**src/hw/crc_pkg.sv**
```systemverilog
// Purpose: Shared constants and types for the core regulator control bank
// Assumes: APB slave, 32-bit data, 12-bit byte address
// Notes: Analog side is reached through packed structs
//
// Notes on behaviour
// - Enable and float bits pick three modes
// - Reset leaves regulator in normal mode
// - Float bit1 resets 0, enable bit0 resets 1
// - Level code bits 7:4, reset 0xb
// - Codes 0-5 lowest, then 50mV steps
// - Normal mode regulates at selected level
// - Float mode disables and floats output
// - Shutdown disables and pulls output down
// - Shutdown with brownout on and core fed by regulator requests chip reset
// - Shutdown without brownout latches until power cycle
// - Regulation good flag bit 12, read only
// - Good flag has 90/87 percent hysteresis
// - Raising level drops flag until reached
// - Good flag low in float mode
// - Current limit leaves output unregulated
// - Decode offsets 0x0, 0x4, 0x8, 0x10, 0x14, 0x18
// - Brownout threshold bits 7:4, reset 0x9
// - Brownout enable bit0, reset 1
package crc_pkg;

    // ---------------------------------------------
    // Register map
    // ---------------------------------------------
    localparam logic [11:0] ADDR_CTRL = 12'h000;
    localparam logic [11:0] ADDR_BOD = 12'h004;
    localparam logic [11:0] ADDR_RST = 12'h008;
    localparam logic [11:0] ADDR_IRQ_STAT = 12'h010;
    localparam logic [11:0] ADDR_IRQ_EN = 12'h014;
    localparam logic [11:0] ADDR_IRQ_CLR = 12'h018;

    // ---------------------------------------------
    // Field positions and reset values
    // ---------------------------------------------
    localparam int EN_BIT = 0;
    localparam int FLOAT_BIT = 1;
    localparam int CODE_LSB = 4;
    localparam int GOOD_BIT = 12;
    localparam logic EN_RST = 1'h1;
    localparam logic FLOAT_RST = 1'h0;
    localparam logic [3:0] CODE_RST = 4'hb;
    localparam logic [3:0] BOD_THR_RST = 4'h9;
    localparam logic BOD_EN_RST = 1'h1;

    // Level code mapping, millivolts
    localparam logic [3:0] CODE_FLOOR = 4'h5;
    localparam logic [10:0] MV_FLOOR = 11'h320;
    localparam logic [10:0] MV_STEP = 11'h032;
    // Target at the reset level code, nominal core voltage
    localparam logic [10:0] MV_RST = 11'h44c;

    // Cycles the good flag is held low after a raise
    localparam logic [2:0] RAISE_BLANK = 3'h4;

    // Interrupt event bits
    localparam int N_EV = 4;
    localparam int EV_GOOD_RISE = 0;
    localparam int EV_GOOD_FALL = 1;
    localparam int EV_CLIMIT = 2;
    localparam int EV_RST_REQ = 3;

    // ---------------------------------------------
    // Types
    // ---------------------------------------------
    typedef enum logic [1:0] {
        CRC_NORMAL = 2'b00,
        CRC_FLOAT = 2'b01,
        CRC_SHUT = 2'b10
    } crc_mode_t;

    // Asynchronous indications from the analog side
    typedef struct packed {
        logic supply_ok;      // Input supply present
        logic core_on_reg;    // Core supply fed by regulator
        logic above_assert;   // Output above upper threshold
        logic above_deassert; // Output above lower threshold
        logic current_limit;  // Load current limit active
    } crc_ana_in_t;

    // Controls toward the analog side
    typedef struct packed {
        logic enable;          // Regulator powered
        logic float_out;       // Output floated
        logic pull_down;       // Output pulled to 0V
        logic [3:0] level_code;
        logic [10:0] level_mv; // Target voltage in mV
        logic bod_enable;
        logic [3:0] bod_threshold;
    } crc_ana_out_t;

    // Target millivolts for a level code
    function automatic logic [10:0] level_mv(input logic [3:0] code);
        logic [3:0] steps;
        steps = (code > CODE_FLOOR) ? code - CODE_FLOOR : 4'h0;
        level_mv = MV_FLOOR + 11'(MV_STEP * steps);
    endfunction

endpackage

```
**src/hw/crc_regs.sv**
```systemverilog
// Purpose: Register bank and mode control for the core regulator
// Assumes: Single clock, asynchronous active-low reset
// Notes: Zero-wait APB; read data registered in the setup cycle
`timescale 1ns/100ps
module crc_regs (
    input wire logic clk,
    input wire logic rst_n,
    input wire logic psel,
    input wire logic penable,
    input wire logic pwrite,
    input wire logic [11:0] paddr,
    input wire logic [31:0] pwdata,
    input wire logic [3:0] pstrb,
    output logic [31:0] prdata,
    output logic pready,
    output logic pslverr,
    input wire crc_pkg::crc_ana_in_t ana_in,
    output crc_pkg::crc_ana_out_t ana_out,
    output logic chip_reset_req,
    output logic irq
);

    // ---------------------------------------------
    // Bus decode
    // ---------------------------------------------
    logic setup_ph;   // First cycle of a transfer
    logic access_ph;  // Completing cycle of a transfer
    logic wr_en;      // Write takes effect
    logic hit;        // Address is mapped

    assign setup_ph = psel & ~penable;
    assign access_ph = psel & penable;
    assign wr_en = access_ph & pwrite;
    // Zero wait states: every access completes at once
    assign pready = 1'b1;

    always_comb begin
        case (paddr)
            crc_pkg::ADDR_CTRL,
            crc_pkg::ADDR_BOD,
            crc_pkg::ADDR_RST,
            crc_pkg::ADDR_IRQ_STAT,
            crc_pkg::ADDR_IRQ_EN,
            crc_pkg::ADDR_IRQ_CLR: begin
                hit = 1'b1;
            end
            default: begin
                hit = 1'b0;
            end
        endcase
    end

    // Unmapped addresses answer with an error
    assign pslverr = access_ph & ~hit;

    // ---------------------------------------------
    // Input synchronisers
    // ---------------------------------------------
    localparam int NIN = $bits(crc_pkg::crc_ana_in_t);
    logic [NIN-1:0] s1_ff;   // Metastability catcher, read by s2 only
    logic [NIN-1:0] s2_ff;
    logic [NIN-1:0] s3_ff;
    logic [NIN-1:0] filt_ff; // Accepted once s2 and s3 agree
    crc_pkg::crc_ana_in_t in_q;
    logic supply_prev_ff;    // Last supply level, edge detect

    // Three stages, change counted when last two agree
    always_ff @(posedge clk or negedge rst_n) begin
        if (!rst_n) begin
            s1_ff <= '0;
            s2_ff <= '0;
            s3_ff <= '0;
            filt_ff <= '0;
            supply_prev_ff <= 1'b0;
        end else begin
            s1_ff <= ana_in;
            s2_ff <= s1_ff;
            s3_ff <= s2_ff;
            filt_ff <= (s2_ff & s3_ff) | (filt_ff & (s2_ff ^ s3_ff));
            supply_prev_ff <= in_q.supply_ok;
        end
    end

    assign in_q = filt_ff;

    // ---------------------------------------------
    // Control registers
    // ---------------------------------------------
    logic en_ff;           // Regulator enable
    logic float_ff;        // Float-output select
    logic [3:0] code_ff;   // Level select code
    logic bod_en_ff;       // Brownout detect enable
    logic [3:0] bod_thr_ff;
    logic shut_lock_ff;    // Shutdown held until power cycle
    logic rst_req_ff;      // Chip reset request
    logic ctrl_wr;
    logic bod_wr;
    logic nxt_en;
    logic supply_lost;
    logic shut_req;        // Write asks for shutdown

    assign ctrl_wr = wr_en & (paddr == crc_pkg::ADDR_CTRL) & pstrb[0];
    assign bod_wr = wr_en & (paddr == crc_pkg::ADDR_BOD) & pstrb[0];
    assign supply_lost = supply_prev_ff & ~in_q.supply_ok;
    assign nxt_en = pwdata[crc_pkg::EN_BIT];
    assign shut_req = ctrl_wr & ~nxt_en;

    always_ff @(posedge clk or negedge rst_n) begin
        if (!rst_n) begin
            en_ff <= crc_pkg::EN_RST;
            float_ff <= crc_pkg::FLOAT_RST;
        end else if (supply_lost) begin
            // Power cycle of the input supply restarts
            en_ff <= crc_pkg::EN_RST;
            float_ff <= crc_pkg::FLOAT_RST;
        end else if (ctrl_wr && !shut_lock_ff && !rst_req_ff) begin
            if (!(shut_req && in_q.core_on_reg && bod_en_ff)) begin
                en_ff <= nxt_en;
            end
            float_ff <= pwdata[crc_pkg::FLOAT_BIT];
        end
    end

    // level code, written as a whole nibble
    always_ff @(posedge clk or negedge rst_n) begin
        if (!rst_n) begin
            code_ff <= crc_pkg::CODE_RST;
        end else if (ctrl_wr) begin
            code_ff <= pwdata[crc_pkg::CODE_LSB +: 4];
        end
    end

    always_ff @(posedge clk or negedge rst_n) begin
        if (!rst_n) begin
            bod_en_ff <= crc_pkg::BOD_EN_RST;
            bod_thr_ff <= crc_pkg::BOD_THR_RST;
        end else if (bod_wr) begin
            bod_en_ff <= pwdata[crc_pkg::EN_BIT];
            bod_thr_ff <= pwdata[crc_pkg::CODE_LSB +: 4];
        end
    end

    // shutdown lock, cleared only by supply loss
    always_ff @(posedge clk or negedge rst_n) begin
        if (!rst_n) begin
            shut_lock_ff <= 1'b0;
        end else if (supply_lost) begin
            shut_lock_ff <= 1'b0;
        end else if (shut_req && !bod_en_ff && !rst_req_ff) begin
            shut_lock_ff <= 1'b1;
        end
    end

    // reset request held until reset arrives
    always_ff @(posedge clk or negedge rst_n) begin
        if (!rst_n) begin
            rst_req_ff <= 1'b0;
        end else if (shut_req && in_q.core_on_reg && bod_en_ff) begin
            rst_req_ff <= 1'b1;
        end
    end

    assign chip_reset_req = rst_req_ff;

    // ---------------------------------------------
    // Mode and analog controls
    // ---------------------------------------------
    crc_pkg::crc_mode_t mode;
    crc_pkg::crc_ana_out_t nxt_out;
    crc_pkg::crc_ana_out_t out_ff;

    // mode from enable and float bits
    always_comb begin
        if (!en_ff || shut_lock_ff) begin
            mode = crc_pkg::CRC_SHUT;
        end else if (float_ff) begin
            mode = crc_pkg::CRC_FLOAT;
        end else begin
            mode = crc_pkg::CRC_NORMAL;
        end
    end

    // Drive levels per mode
    always_comb begin
        nxt_out = '0;
        nxt_out.level_code = code_ff;
        nxt_out.level_mv = crc_pkg::level_mv(code_ff);
        nxt_out.bod_enable = bod_en_ff;
        nxt_out.bod_threshold = bod_thr_ff;
        case (mode)
            crc_pkg::CRC_NORMAL: begin
                nxt_out.enable = 1'b1;
            end
            crc_pkg::CRC_FLOAT: begin
                nxt_out.float_out = 1'b1;
            end
            crc_pkg::CRC_SHUT: begin
                nxt_out.pull_down = 1'b1;
            end
            default: begin
                nxt_out.pull_down = 1'b1;
            end
        endcase
    end

    // Registered so the analog side sees no glitches
    always_ff @(posedge clk or negedge rst_n) begin
        if (!rst_n) begin
            out_ff <= '{enable: 1'b1, float_out: 1'b0, pull_down: 1'b0,
                        level_code: crc_pkg::CODE_RST,
                        level_mv: crc_pkg::MV_RST,
                        bod_enable: crc_pkg::BOD_EN_RST,
                        bod_threshold: crc_pkg::BOD_THR_RST};
        end else begin
            out_ff <= nxt_out;
        end
    end

    assign ana_out = out_ff;

    // ---------------------------------------------
    // Regulation good flag
    // ---------------------------------------------
    logic good_ff;         // Regulation good
    logic [2:0] blank_ff;  // Hold-off after a level raise
    logic raise;
    logic nxt_good;

    // A raise compares voltages, not raw codes
    assign raise = ctrl_wr &&
        (crc_pkg::level_mv(pwdata[crc_pkg::CODE_LSB +: 4]) >
         crc_pkg::level_mv(code_ff));

    // blank covers the comparator sync delay
    always_ff @(posedge clk or negedge rst_n) begin
        if (!rst_n) begin
            blank_ff <= 3'h0;
        end else if (raise) begin
            blank_ff <= crc_pkg::RAISE_BLANK;
        end else if (blank_ff != 3'h0) begin
            blank_ff <= blank_ff - 3'h1;
        end
    end

    always_comb begin
        nxt_good = good_ff;
        if (mode != crc_pkg::CRC_NORMAL || raise || blank_ff != 3'h0) begin
            nxt_good = 1'b0;
        end else if (in_q.current_limit) begin
            nxt_good = 1'b0;
        end else if (good_ff && !in_q.above_deassert) begin
            nxt_good = 1'b0;
        end else if (!good_ff && in_q.above_assert) begin
            nxt_good = 1'b1;
        end
    end

    always_ff @(posedge clk or negedge rst_n) begin
        if (!rst_n) begin
            good_ff <= 1'b0;
        end else begin
            good_ff <= nxt_good;
        end
    end

    // ---------------------------------------------
    // Interrupts
    // ---------------------------------------------
    logic [crc_pkg::N_EV-1:0] ev;
    logic [crc_pkg::N_EV-1:0] stat_ff;  // Sticky events
    logic [crc_pkg::N_EV-1:0] ien_ff;   // Enables
    logic [crc_pkg::N_EV-1:0] clr;
    logic climit_prev_ff;

    // Edge of the limit indication
    always_ff @(posedge clk or negedge rst_n) begin
        if (!rst_n) begin
            climit_prev_ff <= 1'b0;
        end else begin
            climit_prev_ff <= in_q.current_limit;
        end
    end

    always_comb begin
        ev = '0;
        ev[crc_pkg::EV_GOOD_RISE] = nxt_good & ~good_ff;
        ev[crc_pkg::EV_GOOD_FALL] = ~nxt_good & good_ff;
        ev[crc_pkg::EV_CLIMIT] = in_q.current_limit & ~climit_prev_ff;
        ev[crc_pkg::EV_RST_REQ] = shut_req & in_q.core_on_reg &
                                  bod_en_ff & ~rst_req_ff;
    end

    assign clr = (wr_en && paddr == crc_pkg::ADDR_IRQ_CLR && pstrb[0]) ?
                 pwdata[crc_pkg::N_EV-1:0] : '0;

    // Set wins over a clear in the same cycle
    always_ff @(posedge clk or negedge rst_n) begin
        if (!rst_n) begin
            stat_ff <= '0;
        end else begin
            stat_ff <= (stat_ff & ~clr) | ev;
        end
    end

    always_ff @(posedge clk or negedge rst_n) begin
        if (!rst_n) begin
            ien_ff <= '0;
        end else if (wr_en && paddr == crc_pkg::ADDR_IRQ_EN && pstrb[0]) begin
            ien_ff <= pwdata[crc_pkg::N_EV-1:0];
        end
    end

    assign irq = |(stat_ff & ien_ff);

    // ---------------------------------------------
    // Read data
    // ---------------------------------------------
    logic [31:0] nxt_rdata;
    logic [31:0] rdata_ff;

    always_comb begin
        nxt_rdata = 32'h0;
        case (paddr)
            crc_pkg::ADDR_CTRL: begin
                nxt_rdata[crc_pkg::EN_BIT] = en_ff & ~shut_lock_ff;
                nxt_rdata[crc_pkg::FLOAT_BIT] = float_ff;
                nxt_rdata[crc_pkg::CODE_LSB +: 4] = code_ff;
                nxt_rdata[crc_pkg::GOOD_BIT] = good_ff;
            end
            crc_pkg::ADDR_BOD: begin
                nxt_rdata[crc_pkg::EN_BIT] = bod_en_ff;
                nxt_rdata[crc_pkg::CODE_LSB +: 4] = bod_thr_ff;
            end
            crc_pkg::ADDR_IRQ_STAT: begin
                nxt_rdata[crc_pkg::N_EV-1:0] = stat_ff;
            end
            crc_pkg::ADDR_IRQ_EN: begin
                nxt_rdata[crc_pkg::N_EV-1:0] = ien_ff;
            end
            default: begin
                nxt_rdata = 32'h0;
            end
        endcase
    end

    // Captured in setup so the access cycle reads a flop
    always_ff @(posedge clk or negedge rst_n) begin
        if (!rst_n) begin
            rdata_ff <= 32'h0;
        end else if (setup_ph) begin
            rdata_ff <= nxt_rdata;
        end
    end

    assign prdata = rdata_ff;
endmodule

```
**config.mk**
```make
export PLATFORM = sky130hd
export DESIGN_NAME = crc_regs
export DESIGN_NICKNAME = d
export VERILOG_FILES = /design/src/hw/crc_pkg.sv /design/src/hw/crc_regs.sv
export SDC_FILE = /design/constraint.sdc
export NUM_CORES = 1
export LEC_CHECK = 0
export BUFFER_PORTS_ARGS = -buffer_cell sky130_fd_sc_hd__buf_2
export CAP_MARGIN = 5
export CORE_ASPECT_RATIO = 0.8
export CORE_UTILIZATION = 41
export CTS_BUF_LIST = sky130_fd_sc_hd__clkbuf_8 sky130_fd_sc_hd__clkbuf_16
export DETAILED_ROUTE_END_ITERATION = 7
export PLACE_DENSITY_LB_ADDON = 0.08
export REMOVE_ABC_BUFFERS = 1
export SETUP_SLACK_MARGIN = 0.3
export SYNTH_ARGS = -nofsm -noshare
export SYNTH_HDL_FRONTEND = slang
export SYNTH_SLANG_ARGS = --single-unit
```
**constraint.sdc**
```tcl
create_clock -name clk -period 4.5 [get_ports clk]
set_input_delay 0.9 -clock clk [delete_from_list [all_inputs] [get_ports clk]]
set_output_delay 0.9 -clock clk [all_outputs]
set_load 0.01 [all_outputs]
```
Word-level counts from Yosys, hierarchy flattened
Index checks and enable logic that the tools add are counted.
{ "totals": {"reg_bits": 79, "word_cells": 136, "out_inout_bits": 59, "in_bits": 58} }
{ "op_classes": {"eq_ne": 7, "multipliers": 2, "bitwise": 34, "mux": 27, "n_reduce_logical": 33, "add_sub_neg": 5, "n_lt_le_gt_ge": 3} }
{ "op_table": {"columns": ["operator", "count"], "rows": [
  ["12-bit by 5-bit == test with 1-bit output, second input constant", 3],
  ["10-bit by 10-bit adder with 11-bit output, first input constant", 2],
  ["5-bit by 4-bit multiplier with 9-bit output, first input constant", 2],
  ["1-bit AND", 17],
  ["1-bit 2-to-1 mux", 17],
  ["1-bit logical AND", 13],
  ["12-bit by 3-bit == test with 1-bit output, second input constant", 1],
  ["12-bit by 4-bit == test with 1-bit output, second input constant", 1],
  ["12-bit zero test", 1],
  ["4-bit 2-to-1 mux", 3],
  ["11-bit greater-than comparator", 1],
  ["5-bit AND", 2],
  ["1-bit inverter", 9],
  ["4-bit AND", 2],
  ["4-bit by 3-bit greater-than comparator with 1-bit output, second input constant", 2],
  ["4-bit case mux with 2 select lines", 1],
  ["2-bit nonzero test", 4],
  ["4-bit by 3-bit subtractor with 4-bit output, second input constant", 2],
  ["1-bit zero test", 6],
  ["3-bit 2-to-1 mux", 2],
  ["6-bit OR reduction", 1],
  ["5-bit bitwise OR", 1],
  ["5-bit bitwise XOR", 1],
  ["4-bit inverter", 1],
  ["other kinds (14)", 16]
]} }

Longest topological paths before layout
Gate-level depths: netlist of the first run.
{ "logic_depth": {"word_depth": 12, "ltp_mapped": 21, "ltp_nobuf": 21} }

Least setup slack after synthesis of the first run
No wires, ideal clock.
{ "synth_path": {"kind": "input to register", "from": "input port pwdata[4]", "to": "register blank_ff[2]", "path_buffers": 0, "slack_ns": 0.000, "required_time_ns": 4.376, "arrival_time_ns": 4.376, "setup_time_ns": 0.124, "path_stages": 18, "cell_sequence": "inv_1 -> ha_1 -> or4_1 -> o21ai_0 -> and2_1 -> ha_1 -> inv_1 -> ha_1 -> ha_1 -> xnor2_1 -> nand2_1 -> xor2_1 -> ha_1 -> o21ai_0 -> nor2_1 -> a2111o_1 -> and3_1 -> a211o_1"} }
{ "synth_via": {"elab_chain_cells": 7} }
{ "synth_lines": {"columns": ["element", "line_no", "rtl"], "rows": [
  ["start: declaration", "crc_regs.sv:12", "input wire logic [31:0] pwdata,"],
  ["4-bit by 3-bit subtractor with 4-bit output or 4-bit by 3-bit greater-than comparator with 1-bit output (tied branches)", "crc_pkg.sv:98", "steps = (code > CODE_FLOOR) ? code - CODE_FLOOR : 4'h0;"],
  ["4-bit 2-to-1 mux *", "crc_pkg.sv:98", null],
  ["5-bit by 4-bit multiplier with 9-bit output *", "crc_pkg.sv:99", "level_mv = MV_FLOOR + 11'(MV_STEP * steps);"],
  ["10-bit by 10-bit adder with 11-bit output *", "crc_pkg.sv:99", null],
  ["11-bit greater-than comparator *", "crc_regs.sv:231", "(crc_pkg::level_mv(pwdata[crc_pkg::CODE_LSB +: 4]) >"],
  ["1-bit logical AND *", "crc_regs.sv:230", "assign raise = ctrl_wr &&"],
  ["3-bit 2-to-1 mux or 2-bit nonzero test (tied branches)", null, null],
  ["end signal: assignment", "crc_regs.sv:239", "blank_ff <= crc_pkg::RAISE_BLANK;"],
  ["end signal: assignment", "crc_regs.sv:241", "blank_ff <= blank_ff - 3'h1;"],
  ["end: declaration", "crc_regs.sv:225", "logic [2:0] blank_ff;"]
]} }
Every way passes the cells marked *; elsewhere a longest branch is shown, timed or not.
A chain may end at the register's enable or synchronous reset.

Worst setup path after layout of the first run
Ends and elaborated chain as after synthesis.

==> out/qor.yml, run 1 <==
grt_setup_unrepaired: "true"
pre_cts_ws_ns: -0.494
diodes: 0
timing_hold_violations_final: 0
fin_skew_ns: 0.00685
insertion_delay_ns: 0.35
grt_pass1_vias: 2733
viasPerCell: 4.92
wire_per_inst_um: 14.3
dr.pass1.iters: 6
final_cell_count_no_fill: 582
dieArea_um2: 10100
ys.flop_type: "dfrtp_1"
relSlewSlack_pct: 36.1
first_iter_violations: 100
gp_congestion: 0.727
final_max_slew_viol_count: 0
worst_slack_ns: 0.218
htree_levels: 3
cts_hold_buf: 0
outcome: "complete, but fails checks"
hold_ws_ns: 0.345
failed_checks: "design-rule violations"
fmax_mhz: 234
grt_first_pass_wirelength_mm: 13.4
num_rows: 31
async_flop_share_pct: 100
wl_mm: 8.34
synth.cell_area_um2: 3970
path_clk_slew_ns: 0.06
setup_tns_ns: 0
power_density_nw_per_um2: 337
rrSetupSlack_ns: 0.24
period_minus_slack_ns: 4.28
grt_antenna_before_repair: 0
synth_edf_count: 0
cp.required_ns: 4.73
synth_seq_cells: 78
tightest_slew_ns: 0.958
peakVddDrop_uv: 300
crit_arrival_ns: 4.51
fin_nets: 561
cts_sinks: 78
endpoint: "blank_ff[2]"
dp.cells: 553
cp-start-kind: "primary input"
placement.io_buffers: 64
reg2reg_from: "code_ff[1]"
fin_crit_sh_pct: 95.2
crit_type: "in2reg"
drive_above_1_share_pct: 46.5
cts_buffers: 9
timing.rr.end: "blank_ff[2]"
grt_usage_pct: 17.3
end_kind: "flop"
die_h_um: 90.0
fp.coreArea_um2: 9230
rr_worst_depth: 19
critPathMaxFanout: 4
fp.dieW_um: 112
min-delay-path-class: "reg2reg"
num_vias: 2864
cts_tree: "yes"
finalSetupViolCount: 0
grt_overflow: 0
area_delta_synth_final_pct: 36.5
hpwl_mm: 5.71
leakage_nw: 2.64
cts_buffer_depth: 2
io_pins: 117
grt_max_degree: 79
drc: 6
cts_root_buf: "clkbuf_16"
ys_types: 49
maxCapViolCount: 0
avgSynthCellArea_um2: 11.2
final_antenna_net_count: 0
startpoint: "pwdata[4]"
synthCells: 354
yosys_warnings: 0
start_util_pct: 43.0
ys_seq_area_share_pct: 49.7
-- where the power goes --
group / total, mW / switching (mW) / internal [mW]
logic: 0.344 / 0.174 / 0.170
registers: 0.757 / 0.0205 / 0.737
clock network: 0.726 / 0.296 / 0.430
-- state kept, by name, summed over array words and instances, names as in the netlist, 3 cells and up --
register and flops:
stat_ff 4, s3_ff 5, blank_ff 3, ien_ff 4, s2_ff 5, bod_thr_ff 4, s1_ff 5, ana_out 22
code_ff 4, filt_ff 5, prdata 9
-- per-stage QoR --
stage                     power (mW)  util, %  instance area [um2]
after floorplan                0.933        -                 3860
after global placement          1.02     48.9                 4510
after detailed placement        1.03     48.9                 4510
after CTS                       1.81     54.9                 5060
after global routing            1.92     58.7                 5420
final                           1.83     58.7                 5420
-- synthesized netlist by cell type, types with 9 or more instances --
library cell	n	area share, %
ha_1	39	12
mux2_2	10	2.8
nor2_1	20	1.9
dfstp_2	18	12
xnor2_1	11	2.4
dfrtp_1	60	38
inv_1	25	2.4
o21ai_0	13	1.6
buf_4	25	4.7
nand2_1	34	3.2
a21oi_1	9	1.1
mux2i_1	9	2.3
-- routing by layer --
| layer | part of all wire [%] | up-vias | global-route usage (%) |
|---|---|---|---|
| met4 | 1.7 | 0 | 7.00 |
| met2 | 48 | 69 | 26.0 |
| met3 | 3.9 | 11 | 4.52 |
| met1 | 47 | 1401 | 23.7 |
| met5 | 0 | - | 0 |
| li1 | - | 1383 | - |
-- what timing repair did --
item | CTS | global route
buffers inserted | 6 | 7
setup endpoints to repair | 6 | 6
gates resized for setup | 45 | 58
pin swaps | 17 | 32
-- cell type report --
type                    count  area, um2
well taps                 115        144
multi-input cells         246       2250
fillers                   785       3810
inverters                  25        109
clock buffers               9        225
clock inverters             7       72.6
repair buffers            102        648
flip-flops and latches     78       1970
-- logic make-up (layout without fill, tap and decap cells) --
logic type / after synthesis / after routing / share of synthesized area, %
other: 2 / 25 / 0.189
xor gates and xnor gates: 16 / 16 / 3.53
buffers and inverters: 53 / 143 / 7.40
adders and majority gates: 41 / 41 / 13.3
and+or+nand+nor: 95 / 95 / 12.5
muxes: 19 / 19 / 5.10
AOI/OAI and AO/OA: 50 / 50 / 8.29
DFF: 78 / 78 / 49.7
-- layout by cell type (no fill, tap or decap), types with 10 or more instances in the layout --
cell	instances
buf_2	61
dfrtp_1	60
buf_4	35
nand2_1	30
conb_1	25
ha_1	19
inv_1	18
dfstp_2	18
ha_4	17
nor2_1	15
o21ai_0	10
mux2_2	10
-- critical path, cell delays in order --
cell and delay, ns:
buf_12 0.09, inv_6 0.03, ha_4 0.15, buf_6 0.11, nor2_4 0.07, a21oi_2 0.07, or2_4 0.27, inv_4 0.06
ha_4 0.20, ha_4 0.16, fa_2 0.58, ha_4 0.15, nand2_2 0.05, nand2_2 0.06, xor2_1 0.16, ha_2 0.30
o21ai_1 0.14, nor2_1 0.07, a2111o_1 0.44, and3_4 0.22, a211o_1 0.22
-- worst min-delay path by stage --
stage                        start       end  slack, ns  cells after the start
after floorplan           s1_ff[0]  s2_ff[0]       0.33                      0
after global placement    s1_ff[0]  s2_ff[0]       0.33                      0
after detailed placement  s1_ff[4]  s2_ff[4]       0.34                      0
after CTS                 s1_ff[4]  s2_ff[4]       0.35                      0
after global routing      s1_ff[4]  s2_ff[4]       0.35                      0
final                     s1_ff[4]  s2_ff[4]       0.35                      0
No activity file was read; power rests on OpenSTA's default activity.
==> run 2: changes to the inputs <==
==> constraint.sdc (replaced) <==
create_clock -name clk -period 4.9 [get_ports clk]
set_input_delay 0.98 -clock clk [delete_from_list [all_inputs] [get_ports clk]]
set_output_delay 0.98 -clock clk [all_outputs]
set_load 0.01 [all_outputs]
==> run 2 against run 1 <==
  * The run still ends with design-rule violations left
  * Die area unchanged
  * Register-to-register slack better by 0.30 ns
  * Design area down 10%
  * Critical path depth up 1
  * Non-clock buffer count down 25
  * Clock skew up 0.00084 ns
  * Combinational power down 26%
  * Count of clock-buffer cells in the layout unchanged
  * Final cell count down 4.3%
  * Critical path type unchanged
  * Largest power group unchanged
==> out/qor.yml, run 2 (synthesized netlist as in run 1, its figures left out) <==
outcome: "complete, but fails checks"  # unchanged
failed_checks: "design-rule violations"  # unchanged
grt_max_degree: 79  # unchanged
viasPerCell: 4.80  # was 4.92
startpoint: "pwdata[4]"  # unchanged
critPathMaxFanout: 4  # unchanged
pre_cts_ws_ns: -0.141  # was -0.494 ns
fin_skew_ns: 0.00769  # was 0.00685 ns
rr_worst_depth: 22  # was 19
start_util_pct: 43.0  # unchanged
slowest_stage: "fa_2"  # unchanged
final_common_cell: "buf_2"  # unchanged
grt_usage_pct: 15.6  # was 17.3%
area_delta_synth_final_pct: 22.7  # was 36.5%
period_minus_slack_ns: 4.45
holdPathStages: 0  # unchanged
io_pins: 117  # unchanged
cts_sinks: 78  # unchanged
cts_hold_buf: 0  # unchanged
largest_reg_flops: 22  # unchanged
rrSetupSlack_ns: 0.54  # was 0.24 ns
grt_antenna_before_repair: 0  # unchanged
crit_cells: 22  # was 21
path_cells: "buf_6 > inv_2 > ha_2 > buf_4 > nor2_4 > a21oi_2 > or2_4 > inv_2 > ha_1 > ha_2 > fa_2 > xor2_2 > buf_4 > nand2_1 > nand2_1 > xor2_1 > ha_1 > nand4_1 > inv_1 > a2111o_1 > and3_4 > a211o_1"  # was buf_12 > inv_6 > ha_4 > buf_6 > nor2_4 > a21oi_2 > or2_4 > inv_4 > ha_4 > ha_4 > fa_2 > ha_4 > nand2_2 > nand2_2 > xor2_1 > ha_2 > o21ai_1 > nor2_1 > a2111o_1 > and3_4 > a211o_1
crit_type: "in2reg"  # unchanged
cts_buffer_depth: 2  # unchanged
power_density_nw_per_um2: 325  # was 337 nW/um2
fp.coreArea_um2: 9230  # unchanged
die_h_um: 90.0  # unchanged
design_area_um2: 4870  # was 5420 um2
fp.dieW_um: 112  # unchanged
fmax_mhz: 225
postPlaceCellArea_um2: 4410  # was 4510 um2
peakVddDrop_uv: 252  # was 300 uV
path_clk_slew_ns: 0.07  # was 0.06 ns
fin_crit_sh_pct: 90.8
leakage_nw: 2.49  # was 2.64 nW
grt_pass1_vias: 2528  # was 2733
finalSetupViolCount: 0  # unchanged
tightest_slew_ns: 0.946  # was 0.958 ns
final_cell_count_no_fill: 557  # was 582
drc: 6  # unchanged
first_iter_violations: 101  # was 100
relSlewSlack_pct: 36.9  # was 36.1%
wl_mm: 7.57  # was 8.34 mm
slowest_delay_ns: 0.42  # was 0.58 ns
num_vias: 2672  # was 2864
cts_root_buf: "clkbuf_16"  # unchanged
final_antenna_net_count: 0  # unchanged
cp.required_ns: 5.12  # was 4.73 ns
cts_tree: "yes"  # unchanged
timing_hold_violations_final: 0  # unchanged
num_rows: 31  # unchanged
final_cell_mix: "buf_2, dfrtp_1, nand2_1, ha_1, conb_1"  # was buf_2, dfrtp_1, buf_4
grt_setup_unrepaired: "false"  # was true
placement.io_buffers: 64  # unchanged
wire_per_inst_um: 13.6  # was 14.3 um
crit_arrival_ns: 4.67  # was 4.51 ns
path_buf_inv: 6  # was 4
insertion_delay_ns: 0.34  # was 0.35 ns
critPathTopFamily: "adder cells"  # unchanged
hpwl_mm: 5.51  # was 5.71 mm
endpoint: "blank_ff[2]"  # unchanged
final_max_slew_viol_count: 0  # unchanged
dr.pass1.iters: 6  # unchanged
fin_nets: 536  # was 561
grt_first_pass_wirelength_mm: 12.2  # was 13.4 mm
drive_above_1_share_pct: 36.2  # was 46.5%
grt_overflow: 0  # unchanged
timing.rr.end: "blank_ff[2]"  # unchanged
worst_slack_ns: 0.448  # was 0.218 ns
cts_buffers: 9  # unchanged
cp-start-kind: "primary input"  # unchanged
reg2reg_from: "code_ff[0]"  # was code_ff[1]
end_kind: "flop"  # unchanged
diodes: 0  # unchanged
maxCapViolCount: 0  # unchanged
fillCellCount: 817  # was 785
dp.cells: 539  # was 553
htree_levels: 3  # unchanged
dieArea_um2: 10100  # unchanged
gp_congestion: 0.725  # was 0.727
min-delay-path-class: "reg2reg"  # unchanged
==> run 2: through the flow <==
stage          utilization, %  hold WS, ns  total power, mW  setup TNS (ns)
5_1_grt                  52.8        0.351             1.67               0
6_report                 52.8        0.349             1.58               0
2_1_floorplan               -        0.331            0.857               0
3_3_place_gp             47.7        0.333            0.930          -0.351
3_5_place_dp             47.7        0.335            0.939          -0.517
4_1_cts                  51.2        0.350             1.59               0
==> run 2: per-layer routing <==
| metal | vias up | GRT usage, % | wire length, um |
|---|---|---|---|
| met4 | 0 | 5.89 | 124 |
| li1 | 1333 | - | - |
| met5 | - | 0 | 0 |
| met2 | 63 | 23.7 | 3360 |
| met3 | 10 | 4.45 | 312 |
| met1 | 1266 | 21.2 | 3770 |
==> run 2: area by class of cell <==
type	instances	area, um2	share of cell area, %
timing repair buffer	77	433	8.89
tap	115	144	2.95
inverter	25	93.8	1.93
sequential	78	1970	40.5
clock inverter	7	61.3	1.26
multi-input combinational	246	1940	39.8
clock buffer	9	225	4.62
==> run 2: power by group <==
part / switching [mW] / internal, mW / total (mW)
Sequential: 0.0179 / 0.676 / 0.694
Combinational: 0.138 / 0.116 / 0.254
Clock: 0.282 / 0.353 / 0.635
==> run 2: worst reg2reg max path, stage by stage (launching register included) <==
cell and delay, ns:
dfstp_2 0.58, inv_1 0.09, ha_2 0.20, nor2_2 0.10, buf_4 0.11, nand3_1 0.07, o21ai_0 0.14, and2_1 0.21
ha_1 0.15, inv_1 0.04, ha_1 0.19, ha_1 0.37, a31oi_4 0.11, xnor2_2 0.33, nor2_1 0.07, nand2_1 0.10
inv_1 0.05, ha_1 0.28, nand4_1 0.17, inv_1 0.06, a2111o_1 0.41, and3_4 0.21, a211o_1 0.22
==> run 2: worst min path at each step <==
stage                     startpoint        to  slack (ns)
final                       s1_ff[4]  s2_ff[4]        0.35
after CTS                   s1_ff[4]  s2_ff[4]        0.35
after global routing        s1_ff[4]  s2_ff[4]        0.35
after detailed placement    s1_ff[4]  s2_ff[4]        0.33
after global placement      s1_ff[2]  s2_ff[2]        0.33
after floorplan             s1_ff[0]  s2_ff[0]        0.33
==> run 2: timing repair <==
item	in CTS	in global routing
resized for setup	7	34
buffers inserted	0	2
pin swaps	2	14
endpoints found under the setup margin	5	6
==> run 3: changes to the inputs <==
--- a/config.mk
+++ b/config.mk
@@ -12,6 +12,7 @@
 export CTS_BUF_LIST = sky130_fd_sc_hd__clkbuf_8 sky130_fd_sc_hd__clkbuf_16
 export DETAILED_ROUTE_END_ITERATION = 7
 export PLACE_DENSITY_LB_ADDON = 0.08
+export RECOVER_POWER = 25
 export REMOVE_ABC_BUFFERS = 1
 export SETUP_SLACK_MARGIN = 0.3
 export SYNTH_ARGS = -nofsm -noshare
==> run 3 against run 2 <==
  * Routed wire length about the same
  * Setup slack worse by 0.021 ns
  * Worst hold slack stayed put
  * Largest cell class unchanged
  * Critical path depth stayed put
  * Register-to-register slack got worse by 0.11 ns
  * Highest routed layer unchanged
  * Global-route usage is the same
  * Flip-flop and latch count is the same
  * Clock skew is 0.00060 ns higher
  * The run ends with design-rule violations, max-capacitance violations, max-slew violations left
  * Combinational power about the same
  * Maximum frequency fell by 0.47%
  * Core utilization fell by 0.054 points
==> out/qor.yml, run 3 (synthesized netlist as in run 1, its figures left out) <==
pre_cts_ws_ns: -0.141  # unchanged
critPathMaxFanout: 6  # was 4
grt_usage_pct: 15.6  # unchanged
reg2reg_from: "code_ff[0]"  # unchanged
fmax_mhz: 224  # was 225 MHz
grt_max_degree: 79  # unchanged
cp-start-kind: "flop"  # was primary input
fin_crit_sh_pct: 91.3  # was 90.8%
final_cell_count_no_fill: 557  # unchanged
area_delta_synth_final_pct: 22.6  # was 22.7%
min-delay-path-class: "reg2reg"  # unchanged
placement.io_buffers: 64  # unchanged
wl_mm: 7.58  # was 7.57 mm
grt_pass1_vias: 2528  # unchanged
setup_tns_ns: 0  # unchanged
cts_buffers: 9  # unchanged
peakVddDrop_uv: 253  # was 252 uV
grt_antenna_before_repair: 0  # unchanged
fp.coreArea_um2: 9230  # unchanged
startpoint: "code_ff[0]"  # was pwdata[4]
num_vias: 2680  # was 2672
htree_levels: 3  # unchanged
final_common_cell: "buf_2"  # unchanged
cts_tree: "yes"  # unchanged
route.layer.met1.wl_mm: 3.75  # was 3.77 mm
gp_congestion: 0.725  # unchanged
met2_length_mm: 3.38  # was 3.36 mm
period_minus_slack_ns: 4.47  # was 4.45 ns
slowest_delay_ns: 0.62  # was 0.42 ns
final_antenna_net_count: 0  # unchanged
dieArea_um2: 10100  # unchanged
cts_sinks: 78  # unchanged
maxCapViolCount: 1  # was 0
fin_skew_ns: 0.00829  # was 0.00769 ns
path_cells: "inv_1 > ha_1 > nor2_2 > buf_4 > nand3_1 > o21ai_0 > and2_1 > ha_1 > inv_1 > ha_1 > ha_1 > a31oi_4 > xnor2_2 > nor2_1 > nand2_1 > inv_1 > ha_1 > nand4_1 > inv_1 > a2111o_1 > and3_4 > a211o_1"  # was buf_6 > inv_2 > ha_2 > buf_4 > nor2_4 > a21oi_2 > or2_4 > inv_2 > ha_1 > ha_2 > fa_2 > xor2_2 > buf_4 > nand2_1 > nand2_1 > xor2_1 > ha_1 > nand4_1 > inv_1 > a2111o_1 > and3_4 > a211o_1
final_max_slew_viol_count: 79  # was 0
relSlewSlack_pct: -23.8  # was 36.9%
critPathTopFamily: "adder cells"  # unchanged
io_pins: 117  # unchanged
num_rows: 31  # unchanged
worst_slack_ns: 0.427  # was 0.448 ns
start_util_pct: 43.0  # unchanged
fp.dieW_um: 112  # unchanged
drive_above_1_share_pct: 34.4  # was 36.2%
leakage_nw: 2.49  # about the same
met3_length_um: 322  # was 312 um
grt_setup_unrepaired: "false"  # unchanged
power_density_nw_per_um2: 325  # about the same
fin_nets: 536  # unchanged
die_h_um: 90.0  # unchanged
end_kind: "flop"  # unchanged
crit_top_cell: "ha_1"
grt_first_pass_wirelength_mm: 12.2  # unchanged
crit_arrival_ns: 4.69  # was 4.67 ns
hold_ws_ns: 0.349  # unchanged
outcome: "complete, but fails checks"  # unchanged
finalSetupViolCount: 0  # unchanged
min_from: "s1_ff[4]"  # unchanged
failed_checks: "design-rule violations, max-capacitance violations, max-slew violations"  # was design-rule violations
largest_reg_flops: 22  # unchanged
final_cell_mix: "buf_2, dfrtp_1, ha_1"  # was buf_2, dfrtp_1, nand2_1, ha_1, conb_1
grt_overflow: 0  # unchanged
cts_buffer_depth: 2  # unchanged
tightest_slew_ns: 1.86  # was 0.946 ns
dr.pass1.iters: 6  # unchanged
drc: 6  # unchanged
wire_per_inst_um: 13.6  # about the same
insertion_delay_ns: 0.34  # about the same
routed.top_layer: "met4"  # unchanged
crit_type: "reg2reg"  # was in2reg
hpwl_mm: 5.51  # unchanged
timing_hold_violations_final: 0  # unchanged
first_iter_violations: 103  # was 101
dp.cells: 539  # unchanged
diodes: 0  # unchanged
cp.required_ns: 5.12  # about the same
path_clk_slew_ns: 0.07  # about the same
slowest_stage: "dfstp_1"  # was fa_2
power_mw: 1.58  # about the same
viasPerCell: 4.81  # was 4.80
cts_root_buf: "clkbuf_16"  # unchanged
path_buf_inv: 5  # was 6
cts_hold_buf: 0  # unchanged
run 3: power breakdown:
| part | internal [mW] | total, mW | leakage [nW] | switching [mW] |
|---|---|---|---|---|
| Combinational | 0.116 | 0.254 | 1.41 | 0.138 |
| Clock | 0.353 | 0.636 | 0.135 | 0.282 |
| Sequential | 0.676 | 0.694 | 0.938 | 0.0178 |
| Total | 1.15 | 1.58 | 2.49 | 0.438 |
run 3: what timing repair did:
action | 4_1_cts | 5_1_grt
gates resized for setup | 7 | 34
pin swaps | 2 | 14
buffers inserted | 0 | 2
endpoints found under the setup margin | 5 | 6
run 3: final timing paths:
check / end / slack (ns) / cells past startpoint
worst max-delay path: blank_ff[2] / 0.43 / 22
worst min-delay path: s2_ff[4] / 0.35 / 0
worst max register to register: blank_ff[2] / 0.43 / 22
worst min register to register: s2_ff[4] / 0.35 / 0
max in group asynchronous: climit_prev_ff / 2.64 / 1
min in group asynchronous: ana_out[6] / 1.15 / 1
run 3: layer usage:
metal	track usage (%)	up-vias
li1	-	1332
met1	21.2	1273
met2	23.7	65
met3	4.45	10
met4	5.89	0
met5	0	-
run 3: area by class of cell:
| class | instances | area [um2] |
|---|---|---|
| multi-input cells | 246 | 1940 |
| clock inverters | 7 | 61.3 |
| inverters | 25 | 93.8 |
| well taps | 115 | 144 |
| clock buffers | 9 | 225 |
| flip-flops and latches | 78 | 1970 |
| fillers | 819 | 4360 |
| repair buffers | 77 | 430 |
run 3: through the flow:
step | util [%] | instance area, um2
6_report | 52.7 | 4870
5_1_grt | 52.7 | 4870
4_1_cts | 51.2 | 4730
3_5_place_dp | 47.7 | 4410
3_3_place_gp | 47.7 | 4410
2_1_floorplan | - | 3860
